### config.mk
export PLATFORM = sky130hd
export DESIGN_NAME = pcie_cc_rq_stream_ingress
export DESIGN_NICKNAME = d
export VERILOG_FILES = /design/src/ingress_pkg.sv /design/src/byte_parity_check.sv /design/src/stream_beat_stage.sv /design/src/pcie_cc_rq_stream_ingress.sv
export SDC_FILE = /design/constraint.sdc
export NUM_CORES = 1
export LEC_CHECK = 0
export ABC_AREA = 1
export BUFFER_PORTS_ARGS = -buffer_cell sky130_fd_sc_hd__buf_2
export CORE_AREA = 2 2 520 522
export CTS_BUF_LIST = sky130_fd_sc_hd__clkbuf_8
export CTS_CLUSTER_SIZE = 30
export DETAILED_ROUTE_END_ITERATION = 8
export DIE_AREA = 0 0 522 524
export GPL_TIMING_DRIVEN = 0
export PLACE_DENSITY = 0.38
export SLEW_MARGIN = 0
export SYNTH_ARGS = -nofsm -noshare
export SYNTH_HDL_FRONTEND = slang
export SYNTH_SLANG_ARGS = --single-unit
### constraint.sdc
create_clock -name hclk -period 2.5 [get_ports hclk]
set_input_delay 0.5 -clock hclk [delete_from_list [all_inputs] [get_ports hclk]]
set_output_delay 0.5 -clock hclk [all_outputs]
set_load 0.1 [all_outputs]
### src/ingress_pkg.sv
// shared constants for the completion and request stream ingress
package ingress_pkg;
  // stream geometry
  localparam int DATA_W     = 256;
  localparam int KEEP_W     = 8;
  localparam int READY_W    = 4;
  localparam int CC_SB_W    = 33;
  localparam int RQ_SB_W    = 62;
  localparam int PAR_W      = 32;
  localparam int CC_ABORT_BIT = 0;
  localparam int CC_PAR_LSB   = 1;
  // configured bus width codes
  localparam logic [1:0] WIDTH_64  = 2'h0;
  localparam logic [1:0] WIDTH_128 = 2'h1;
  localparam logic [1:0] WIDTH_256 = 2'h2;
  // keep lanes honoured per width
  localparam logic [7:0] KEEP_MASK_64  = 8'h03;
  localparam logic [7:0] KEEP_MASK_128 = 8'h0f;
  localparam logic [7:0] KEEP_MASK_256 = 8'hff;
  // parity lanes honoured per width
  localparam logic [31:0] PAR_MASK_64  = 32'h0000_00ff;
  localparam logic [31:0] PAR_MASK_128 = 32'h0000_ffff;
  localparam logic [31:0] PAR_MASK_256 = 32'hffff_ffff;
  // register byte offsets
  localparam logic [11:0] CTRL_OFFSET      = 12'h000;
  localparam logic [11:0] STATUS_OFFSET    = 12'h004;
  localparam logic [11:0] ABORT_CNT_OFFSET = 12'h008;
  localparam logic [11:0] RQ_ABORT_OFFSET  = 12'h00c;
  // control field positions
  localparam int CTRL_WIDTH_LSB = 0;
  localparam int CTRL_PAR_EN    = 2;
  localparam int CTRL_ENDPOINT  = 3;
  // values after reset
  localparam logic [1:0]  WIDTH_RESET    = WIDTH_256;
  localparam logic        PAR_EN_RESET   = 1'b0;
  localparam logic        ENDPOINT_RESET = 1'b1;
  localparam logic [15:0] COUNT_RESET    = 16'h0000;
  // ahb encodings
  localparam logic [1:0]  HTRANS_NONSEQ = 2'h2;
  localparam logic [2:0]  HSIZE_WORD    = 3'h2;
  localparam logic        HRESP_OKAY    = 1'b0;
endpackage

### src/byte_parity_check.sv
// per-byte odd parity checker for one stream beat
`timescale 1ns/10ps
module byte_parity_check
  import ingress_pkg::*;
(
  input  wire logic [DATA_W-1:0] data,
  input  wire logic [PAR_W-1:0]  parity,
  input  wire logic [1:0]        width_mode,
  output logic                   mismatch
);
  logic [PAR_W-1:0] bad_lane;
  logic [PAR_W-1:0] lane_mask;

  // a byte plus its parity bit must hold an odd count of ones
  genvar i;
  generate
    for (i = 0; i < PAR_W; i++)
    begin : g_lane
      assign bad_lane[i] = ~(^{data[8*i +: 8], parity[i]});
    end
  endgenerate

  // lanes above the configured width are ignored
  always_comb
  begin
    if (width_mode == WIDTH_64)
      lane_mask = PAR_MASK_64;
    else if (width_mode == WIDTH_128)
      lane_mask = PAR_MASK_128;
    else
      lane_mask = PAR_MASK_256;
  end

  assign mismatch = |(bad_lane & lane_mask);
endmodule

### src/stream_beat_stage.sv
// one ingress port: handshake, framing, sticky abort and output register
`timescale 1ns/10ps
module stream_beat_stage
  import ingress_pkg::*;
#(
  parameter int PW = DATA_W
)
(
  input  wire logic              hclk,
  input  wire logic              hresetn,
  input  wire logic [1:0]        width_mode,
  input  wire logic              in_valid,
  input  wire logic              in_last,
  input  wire logic [KEEP_W-1:0] in_keep,
  input  wire logic [PW-1:0]     in_payload,
  input  wire logic              in_abort,
  input  wire logic              in_bad,
  output logic [READY_W-1:0]     ready_out,
  output logic                   out_valid,
  output logic                   out_last,
  output logic [KEEP_W-1:0]      out_keep,
  output logic [PW-1:0]          out_payload,
  output logic                   out_nullify,
  input  wire logic              out_ready,
  output logic                   busy,
  output logic                   abort_end
);
  logic              ready_q;
  logic              beat;
  logic              abort_q;
  logic              bad_q;
  logic              out_valid_d;
  logic [KEEP_W-1:0] keep_mask;

  // a beat moves only when valid meets ready
  assign beat = in_valid & ready_q;

  // keep lanes past the configured width are dropped
  always_comb
  begin
    if (width_mode == WIDTH_64)
      keep_mask = KEEP_MASK_64;
    else if (width_mode == WIDTH_128)
      keep_mask = KEEP_MASK_128;
    else
      keep_mask = KEEP_MASK_256;
  end

  // abort and discard marks, sticky until the last beat
  always_ff @(posedge hclk or negedge hresetn)
  begin
    if (!hresetn)
    begin
      abort_q <= 1'b0;
      bad_q   <= 1'b0;
    end
    else if (beat)
    begin
      abort_q <= ~in_last & (abort_q | in_abort);
      bad_q   <= ~in_last & (bad_q | in_bad);
    end
  end

  // packet-in-progress and end-of-aborted-packet pulse
  always_ff @(posedge hclk or negedge hresetn)
  begin
    if (!hresetn)
    begin
      busy      <= 1'b0;
      abort_end <= 1'b0;
    end
    else
    begin
      if (beat)
        busy <= ~in_last;
      abort_end <= beat & in_last & (abort_q | in_abort);
    end
  end

  // output register loads on a beat, empties when taken
  assign out_valid_d = beat | (out_valid & ~out_ready);

  always_ff @(posedge hclk or negedge hresetn)
  begin
    if (!hresetn)
    begin
      out_valid   <= 1'b0;
      out_last    <= 1'b0;
      out_keep    <= '0;
      out_payload <= '0;
      out_nullify <= 1'b0;
    end
    else
    begin
      out_valid <= out_valid_d;
      if (beat)
      begin
        out_last    <= in_last;
        out_keep    <= in_keep & keep_mask;
        out_payload <= in_payload;
        out_nullify <= abort_q | in_abort | bad_q | in_bad;
      end
    end
  end

  // ready only while the output register will be free
  always_ff @(posedge hclk or negedge hresetn)
  begin
    if (!hresetn)
      ready_q <= 1'b0;
    else
      ready_q <= ~out_valid_d;
  end

  assign ready_out = {READY_W{ready_q}};
endmodule

### src/pcie_cc_rq_stream_ingress.sv
// completion and request stream ingress with ahb-lite control registers
//
// Summary of operation
// bus width selectable 64, 128 or 256
// completion sideband 33 bits, valid with valid
// user marks last beat of each packet
// keep one bit per word, contiguous
// ignore keep lanes above configured width
// user holds valid through whole packet
// beat moves only when valid meets ready
// user holds beat while ready low
// all four ready bits carry one value
// completion abort flag nullifies the packet
// abort stays sticky until packet end
// abort sampled only while ready high
// endpoint reports completion abort through aer
// user drives odd parity per byte
// parity mismatch discards, sticky internal error
// parity ignored when checking disabled
// request sideband 62 bits, valid with valid
// ports run independently, split transactions
// beat means ready and valid both high
//
// Register access over AHB-Lite and the register offsets were decided locally.
`timescale 1ns/10ps
module pcie_cc_rq_stream_ingress
(
  input  wire logic                           hclk,
  input  wire logic                           hresetn,
  input  wire logic                           hsel,
  input  wire logic [31:0]                    haddr,
  input  wire logic [1:0]                     htrans,
  input  wire logic                           hwrite,
  input  wire logic [2:0]                     hsize,
  input  wire logic [31:0]                    hwdata,
  input  wire logic                           hready,
  output logic                                hreadyout,
  output logic                                hresp,
  output logic [31:0]                         hrdata,
  input  wire logic [ingress_pkg::DATA_W-1:0] cc_tdata,
  input  wire logic [ingress_pkg::CC_SB_W-1:0] completion_sideband,
  input  wire logic                           cc_tlast,
  input  wire logic [ingress_pkg::KEEP_W-1:0] cc_tkeep,
  input  wire logic                           cc_tvalid,
  output logic [ingress_pkg::READY_W-1:0]     completion_ready_out,
  input  wire logic [ingress_pkg::DATA_W-1:0] rq_tdata,
  input  wire logic [ingress_pkg::RQ_SB_W-1:0] request_sideband,
  input  wire logic                           rq_tlast,
  input  wire logic [ingress_pkg::KEEP_W-1:0] rq_tkeep,
  input  wire logic                           rq_tvalid,
  output logic [ingress_pkg::READY_W-1:0]     request_ready_out,
  output logic                                cc_out_valid,
  output logic                                cc_out_last,
  output logic [ingress_pkg::KEEP_W-1:0]      cc_out_keep,
  output logic [ingress_pkg::DATA_W-1:0]      cc_out_data,
  output logic                                cc_out_nullify,
  input  wire logic                           cc_out_ready,
  output logic                                rq_out_valid,
  output logic                                rq_out_last,
  output logic [ingress_pkg::KEEP_W-1:0]      rq_out_keep,
  output logic [ingress_pkg::DATA_W-1:0]      rq_out_data,
  output logic [ingress_pkg::RQ_SB_W-1:0]     rq_out_sideband,
  output logic                                rq_out_nullify,
  input  wire logic                           rq_out_ready,
  output logic                                aer_abort_report,
  output logic                                internal_error
);
  import ingress_pkg::*;

  localparam int RQ_PW = DATA_W + RQ_SB_W;

  logic [1:0]       width_q;
  logic             par_en_q;
  logic             endpoint_q;
  logic [15:0]      cc_abort_cnt_q;
  logic [15:0]      rq_abort_cnt_q;
  logic             wr_pend_q;
  logic [11:0]      wr_addr_q;
  logic             ahb_take;
  logic [31:0]      rd_value;
  logic             par_mismatch;
  logic             cc_bad;
  logic             cc_beat;
  logic             cc_busy;
  logic             rq_busy;
  logic             cc_abort_end;
  logic             rq_abort_end;
  logic [RQ_PW-1:0] rq_out_payload;

  // ---------------- ahb-lite slave ----------------

  // address phase of a word transfer to this slave
  assign ahb_take = hsel & hready & (htrans == HTRANS_NONSEQ) & (hsize == HSIZE_WORD);

  // zero wait states, always okay
  always_ff @(posedge hclk or negedge hresetn)
  begin
    if (!hresetn)
    begin
      hreadyout <= 1'b0;
      hresp     <= HRESP_OKAY;
    end
    else
    begin
      hreadyout <= 1'b1;
      hresp     <= HRESP_OKAY;
    end
  end

  // remember a write for its data phase
  always_ff @(posedge hclk or negedge hresetn)
  begin
    if (!hresetn)
    begin
      wr_pend_q <= 1'b0;
      wr_addr_q <= '0;
    end
    else
    begin
      wr_pend_q <= ahb_take & hwrite;
      if (ahb_take)
        wr_addr_q <= haddr[11:0];
    end
  end

  // configuration written by software steers both ports
  always_ff @(posedge hclk or negedge hresetn)
  begin
    if (!hresetn)
    begin
      width_q    <= WIDTH_RESET;
      par_en_q   <= PAR_EN_RESET;
      endpoint_q <= ENDPOINT_RESET;
    end
    else if (wr_pend_q && wr_addr_q == CTRL_OFFSET)
    begin
      width_q    <= hwdata[CTRL_WIDTH_LSB +: 2];
      par_en_q   <= hwdata[CTRL_PAR_EN];
      endpoint_q <= hwdata[CTRL_ENDPOINT];
    end
  end

  // read mux, unmapped offsets read as zero
  always_comb
  begin
    rd_value = 32'h0;
    if (haddr[11:0] == CTRL_OFFSET)
      rd_value = {28'h0, endpoint_q, par_en_q, width_q};
    else if (haddr[11:0] == STATUS_OFFSET)
      rd_value = {29'h0, rq_busy, cc_busy, internal_error};
    else if (haddr[11:0] == ABORT_CNT_OFFSET)
      rd_value = {16'h0000, cc_abort_cnt_q};
    else if (haddr[11:0] == RQ_ABORT_OFFSET)
      rd_value = {16'h0000, rq_abort_cnt_q};
  end

  // read data captured in the address phase
  always_ff @(posedge hclk or negedge hresetn)
  begin
    if (!hresetn)
      hrdata <= 32'h0000_0000;
    else if (ahb_take && !hwrite)
      hrdata <= rd_value;
  end

  // ---------------- completion port ----------------

  // parity from sideband bits 32:1 against each data byte
  byte_parity_check u_cc_parity (
    .data       (cc_tdata),
    .parity     (completion_sideband[CC_PAR_LSB +: PAR_W]),
    .width_mode (width_q),
    .mismatch   (par_mismatch)
  );

  // mismatch only counts when checking is enabled
  assign cc_bad  = par_en_q & par_mismatch;
  assign cc_beat = cc_tvalid & completion_ready_out[0];

  // sideband is looked at only on a beat
  stream_beat_stage #(.PW(DATA_W)) u_cc_stage (
    .hclk        (hclk),
    .hresetn     (hresetn),
    .width_mode  (width_q),
    .in_valid    (cc_tvalid),
    .in_last     (cc_tlast),
    .in_keep     (cc_tkeep),
    .in_payload  (cc_tdata),
    .in_abort    (completion_sideband[CC_ABORT_BIT]),
    .in_bad      (cc_bad),
    .ready_out   (completion_ready_out),
    .out_valid   (cc_out_valid),
    .out_last    (cc_out_last),
    .out_keep    (cc_out_keep),
    .out_payload (cc_out_data),
    .out_nullify (cc_out_nullify),
    .out_ready   (cc_out_ready),
    .busy        (cc_busy),
    .abort_end   (cc_abort_end)
  );

  // uncorrectable internal error, cleared by reset alone
  always_ff @(posedge hclk or negedge hresetn)
  begin
    if (!hresetn)
      internal_error <= 1'b0;
    else if (cc_beat && cc_bad)
      internal_error <= 1'b1;
  end

  // aer notice of an aborted completion in endpoint mode
  always_ff @(posedge hclk or negedge hresetn)
  begin
    if (!hresetn)
      aer_abort_report <= 1'b0;
    else
      aer_abort_report <= cc_abort_end & endpoint_q;
  end

  // ---------------- request port ----------------

  // separate stage, so a stalled completion never blocks requests
  stream_beat_stage #(.PW(RQ_PW)) u_rq_stage (
    .hclk        (hclk),
    .hresetn     (hresetn),
    .width_mode  (width_q),
    .in_valid    (rq_tvalid),
    .in_last     (rq_tlast),
    .in_keep     (rq_tkeep),
    .in_payload  ({request_sideband, rq_tdata}),
    .in_abort    (1'b0),
    .in_bad      (1'b0),
    .ready_out   (request_ready_out),
    .out_valid   (rq_out_valid),
    .out_last    (rq_out_last),
    .out_keep    (rq_out_keep),
    .out_payload (rq_out_payload),
    .out_nullify (rq_out_nullify),
    .out_ready   (rq_out_ready),
    .busy        (rq_busy),
    .abort_end   (rq_abort_end)
  );

  assign rq_out_data     = rq_out_payload[DATA_W-1:0];
  assign rq_out_sideband = rq_out_payload[RQ_PW-1:DATA_W];

  // counts of aborted packets per port, saturating
  always_ff @(posedge hclk or negedge hresetn)
  begin
    if (!hresetn)
    begin
      cc_abort_cnt_q <= COUNT_RESET;
      rq_abort_cnt_q <= COUNT_RESET;
    end
    else
    begin
      if (cc_abort_end && cc_abort_cnt_q != 16'hffff)
        cc_abort_cnt_q <= cc_abort_cnt_q + 16'h0001;
      if (rq_abort_end && rq_abort_cnt_q != 16'hffff)
        rq_abort_cnt_q <= rq_abort_cnt_q + 16'h0001;
    end
  end

  // ---------------- checks ----------------

  a_ready_bits_equal: assert property (@(posedge hclk) disable iff (!hresetn)
    (completion_ready_out == {READY_W{completion_ready_out[0]}})
    && (request_ready_out == {READY_W{request_ready_out[0]}}))
    else $error("ready bits disagree");

  a_load_needs_beat: assert property (@(posedge hclk) disable iff (!hresetn)
    (!cc_out_valid || cc_out_ready) ##1 cc_out_valid |-> $past(cc_beat))
    else $error("completion output loaded without a beat");

  a_keep_narrow_mask: assert property (@(posedge hclk) disable iff (!hresetn)
    cc_out_valid && width_q == WIDTH_64 && $stable(width_q) |-> cc_out_keep[7:2] == 6'h00)
    else $error("keep lanes above 64 bits forwarded");

  a_abort_nullifies: assert property (@(posedge hclk) disable iff (!hresetn)
    cc_beat && completion_sideband[CC_ABORT_BIT] |=> cc_out_valid && cc_out_nullify)
    else $error("aborted beat not nullified");

  a_abort_stays_sticky: assert property (@(posedge hclk) disable iff (!hresetn)
    cc_beat && !cc_tlast && (completion_sideband[CC_ABORT_BIT] || u_cc_stage.abort_q)
    |=> u_cc_stage.abort_q)
    else $error("abort lost before packet end");

  a_abort_needs_ready: assert property (@(posedge hclk) disable iff (!hresetn)
    !cc_busy && !completion_ready_out[0] ##1 cc_beat && cc_tlast
    && !completion_sideband[CC_ABORT_BIT] && !cc_bad |=> !cc_out_nullify)
    else $error("abort taken while ready low");

  a_internal_err_hold: assert property (@(posedge hclk) disable iff (!hresetn)
    internal_error |=> internal_error[*8])
    else $error("internal error cleared without reset");

  a_parity_disabled: assert property (@(posedge hclk) disable iff (!hresetn)
    !par_en_q && !internal_error |=> !internal_error)
    else $error("parity flagged while checking disabled");

  a_aer_endpoint: assert property (@(posedge hclk) disable iff (!hresetn)
    cc_beat && cc_tlast && completion_sideband[CC_ABORT_BIT] && endpoint_q
    ##1 $stable(endpoint_q) |=> aer_abort_report)
    else $error("endpoint abort not reported");

  a_rq_not_blocked: assert property (@(posedge hclk) disable iff (!hresetn)
    !rq_out_valid && cc_out_valid && !cc_out_ready |=> request_ready_out[0] || rq_out_valid)
    else $error("request port stalled by completion port");

  a_ahb_okay: assert property (@(posedge hclk) disable iff (!hresetn)
    $past(hresetn) |-> hresp == HRESP_OKAY && hreadyout)
    else $error("ahb answer not okay and ready");
endmodule

==> results.py <==
metrics = {
    "detailed_routing": {
        "postRouteWirelength_microns": 210400,
        "first_pass_iters": 7,
        "via_per_inst": 3.469,
        "drt.antenna.violating_nets": 0,
        "drc": 0,
        "vias": 33040,
        "first_iter_violations": 1887,
        "wl_per_cell_microns": 22.09,
    },
    "die": {
        "core_sq_um": 267400,
        "num_rows": 190,
        "start_util_pct": 11.16,
        "die_h_microns": 524,
        "top_level_ports": 1343,
        "die_w_microns": 522,
        "dieArea_sq_um": 273500,
    },
    "worst_setup_path": {
        "crit_path_max_fanout": 10,
        "crit_type": "input port to register",
        "cp-start-kind": "input port",
        "cp_common_cell": "dlygate4sd3_1",
        "path_cells": "dlygate4sd3_1, buf_2, nor3_1, dlygate4sd3_1, nand4_1, clkbuf_1, o21ai_0, dlygate4sd3_1",
        "cp_num_buf_inv": 5,
        "critical-path-max-stage-delay_ns": 0.57,
        "critPathTopFamily": "buffers and inverters",
        "cp_data_arrival_time_ns": 3.25,
        "end_kind": "register",
        "crit_slowest_cell": "dlygate4sd3_1",
        "worst_ep_required_time_ns": 3.32,
    },
    "timing": {
        "fin_crit_sh_pct": 97.50,
        "period_minus_slack_ns": 2.438,
        "rsz0062_at_grt": "no",
        "hold_viol_final": 0,
        "skew_ns": 0.05103,
        "tns_ns": 0,
        "slew_violations": 0,
        "fmax_mhz": 410.2,
        "setup_viol": 0,
        "relSlewSlack_pct": 24.12,
        "setup_slack_ns": 0.06238,
        "tightest_slew_ns": 1.138,
    },
    "placed_design": {
        "pre_cts_slack_ns": -1.405,
        "dp_hpwl_microns": 176900,
        "gp_congestion": 0.9129,
        "portBuffers": 1277,
    },
    "finish": {
        "synthToLayoutAreaGrowth_pct": 68.37,
        "fillers": 30460,
        "finalNetCount": 6510,
        "fin_util_pct": 18.79,
        "multi_input_area_sq_um": 11360,
        "drive_above_1_share_pct": 26.74,
        "seq_area_sq_um": 16870,
    },
    "cts": {
        "tritoncts": "done",
        "htreeDepth": 4,
        "cts_sinks": 674,
        "root_buffer": "clkbuf_8",
        "post_cts_buffers": 0,
        "path_clk_slew_ns": 0.06,
        "clk_latency_ns": 0.89,
        "cts_buffers": 145,
        "cts_buffer_depth": 4,
    },
    "synthesis": {
        "synth_compound_area_share_pct": 2.952,
        "synthCells": 3747,
        "synth_edf_count": 0,
        "seq_area_frac_synth_pct": 56.53,
        "ys_ff_latch": 674,
        "ys_warn_count": 0,
        "synth_simple_gate_area_share_pct": 30.29,
        "synthDistinctLibCells": 39,
        "avgSynthCellArea_sq_um": 7.964,
        "yosys-mux-area-fraction_pct": 0,
        "synthArstFlopShare_pct": 100.0,
        "ys.flop_type": "dfrtp_1",
        "synth_top_family_by_area": "simple AND/OR/NAND/NOR gates",
        "synth_fa_ha_area_share_pct": 0.08386,
        "syn_area_sq_um": 29840,
        "synthXorXnorAreaFrac_pct": 4.403,
    },
    "global_route": {
        "grt_pass1_vias": 33900,
        "grt_max_degree": 103,
        "grt_usage_pct": 14.76,
        "grt_antenna_before_repair": 123,
        "grt_pass1_wl_microns": 278900,
        "overflow": 0,
    },
    "pwr": {
        "p_total_uw": 51230,
        "ir_drop_mv": 0.5469,
        "power_density_nw_per_um2": 1020,
        "leakage_uw": 0.02691,
    },
    "min_path": {
        "hold_class": "input port to register",
    },
    "run": {
        "maxCapViolations": 0,
    },
    "status": {
        "status": "finished clean",
    },
}
[state kept, by name, indices dropped and copies added, names as in the netlist, 2 cells and up]
register                flops
u_cc_stage.out_keep         8
rq_abort_cnt_q             16
u_rq_stage.out_keep         8
width_q                     2
u_cc_stage.out_payload    256
cc_abort_cnt_q             16
wr_addr_q                  12
u_rq_stage.out_payload    318
hrdata                     16
[where the power goes]
part	switching (uW)	internal, uW	total [uW]	leakage, uW
logic	21000	3840	24800	0.0169
clock network	5750	6360	12100	0.00163
registers	1320	13000	14300	0.00839
[final timing paths]
| path | start | to | slack [ns] | depth (start not counted) |
|---|---|---|---|---|
| hold / removal | cc_tkeep[2] | u_cc_stage.out_keep[2] | 0.11 | 3 |
| hold reg to reg | u_cc_stage.out_payload[209] | u_cc_stage.out_payload[209] | 0.47 | 2 |
| max in group asynchronous | hresetn | u_cc_stage.out_payload[148] | 0.33 | 6 |
| setup reg to reg | u_rq_stage.ready_q | u_rq_stage.out_payload[145] | 0.07 | 6 |
| setup / recovery | hsize[0] | wr_addr_q[1] | 0.06 | 8 |
| min in group asynchronous | hresetn | u_cc_stage.out_payload[173] | 0.29 | 3 |
[final cells by class]
class	instances	area share, %
Sequential cell	674	33.59
Timing Repair Buffer	1895	25.51
Multi-Input combinational cell	2660	22.61
Tap cell	3552	8.846
Clock buffer	172	4.712
Inverter	266	2.005
Buffer	163	1.626
Clock inverter	79	0.7920
Antenna cell	63	0.3138
[metal layers]
layer	share of wire [%]	GRT usage, %	up-vias
met2	48	25.38	1424
met5	0.15	0	-
li1	-	-	15540
met1	38	16.50	15680
met3	11	6.578	350
met4	2.7	3.739	50
[kinds of logic (layout without fill, tap and decap cells)]
family / Yosys count / in the layout
AND/OR/NAND/NOR: 2321 / 2321
buffers and inverters: 429 / 2575
XOR/XNOR: 150 / 150
AO/OA/AOI/OAI: 169 / 169
adder cells (fa/ha/maj): 2 / 2
other: 2 / 81
flip-flops: 674 / 674
[synth_stat cells, types with 2 or more instances]
| library cell | n | share of area, % |
|---|---|---|
| clkbuf_1 | 120 | 1.5 |
| nand4_1 | 5 | 0.10 |
| inv_2 | 6 | 0.075 |
| dfstp_2 | 2 | 0.18 |
| conb_1 | 2 | 0.025 |
| o21ai_0 | 143 | 2.4 |
| nand3_1 | 95 | 1.6 |
| dfrtp_1 | 672 | 56 |
| nor4_1 | 6 | 0.13 |
| o22ai_1 | 11 | 0.23 |
| o21a_1 | 2 | 0.050 |
| inv_1 | 259 | 3.3 |
| xnor2_1 | 68 | 2.0 |
| nand2b_1 | 4 | 0.084 |
| nor2_1 | 66 | 0.83 |
| nor3_1 | 13 | 0.22 |
| buf_1 | 17 | 0.21 |
| a21oi_1 | 10 | 0.17 |
| a21o_1 | 2 | 0.050 |
| nand2_1 | 2105 | 26 |
| nor3_2 | 3 | 0.10 |
| buf_4 | 25 | 0.63 |
| ha_1 | 2 | 0.084 |
| nand3b_1 | 12 | 0.30 |
| nor3_4 | 2 | 0.11 |
| xor2_1 | 82 | 2.4 |
[stage by stage]
stage | area, sq um | cells | hold WS, ns
floorplan | 29900 | 3763 | 0.2044
global placement | 40740 | 8592 | 0.4491
detailed placement | 40960 | 8600 | 0.4572
CTS | 50040 | 9460 | 0.0001803
global route | 50170 | 9496 | -0.002827
finish | 50240 | 9524 | 0.1053
[what timing repair did]
action,CTS,global route
hold buffers,609,0
gates resized for setup,93,14
hold endpoints to repair,682,0
gates cloned,0,1
endpoints found under the setup margin,616,108
[placed cells by master, fill, tap and decap left out, types with 7 or more instances in the layout]
cell type	n
xor2_1	81
a21oi_1	10
clkbuf_8	173
nand2_1	2103
nor3_1	13
clkbuf_2	28
xnor2_1	68
conb_1	18
diode_2	63
inv_1	315
buf_1	10
clkinv_2	7
o21ai_0	143
clkbuf_4	8
clkbuf_1	84
dlygate4sd3_1	608
o22ai_1	11
nand3_1	94
nor2_1	64
buf_16	8
nand3b_1	12
buf_2	1259
dfrtp_1	670
buf_4	44
[worst min-delay path, cell delays in order]
cell and delay (ns):
buf_2 0.10, nand3_1 0.23, nand2_1 0.10
Note: power is estimated with default switching activity, not from simulation.
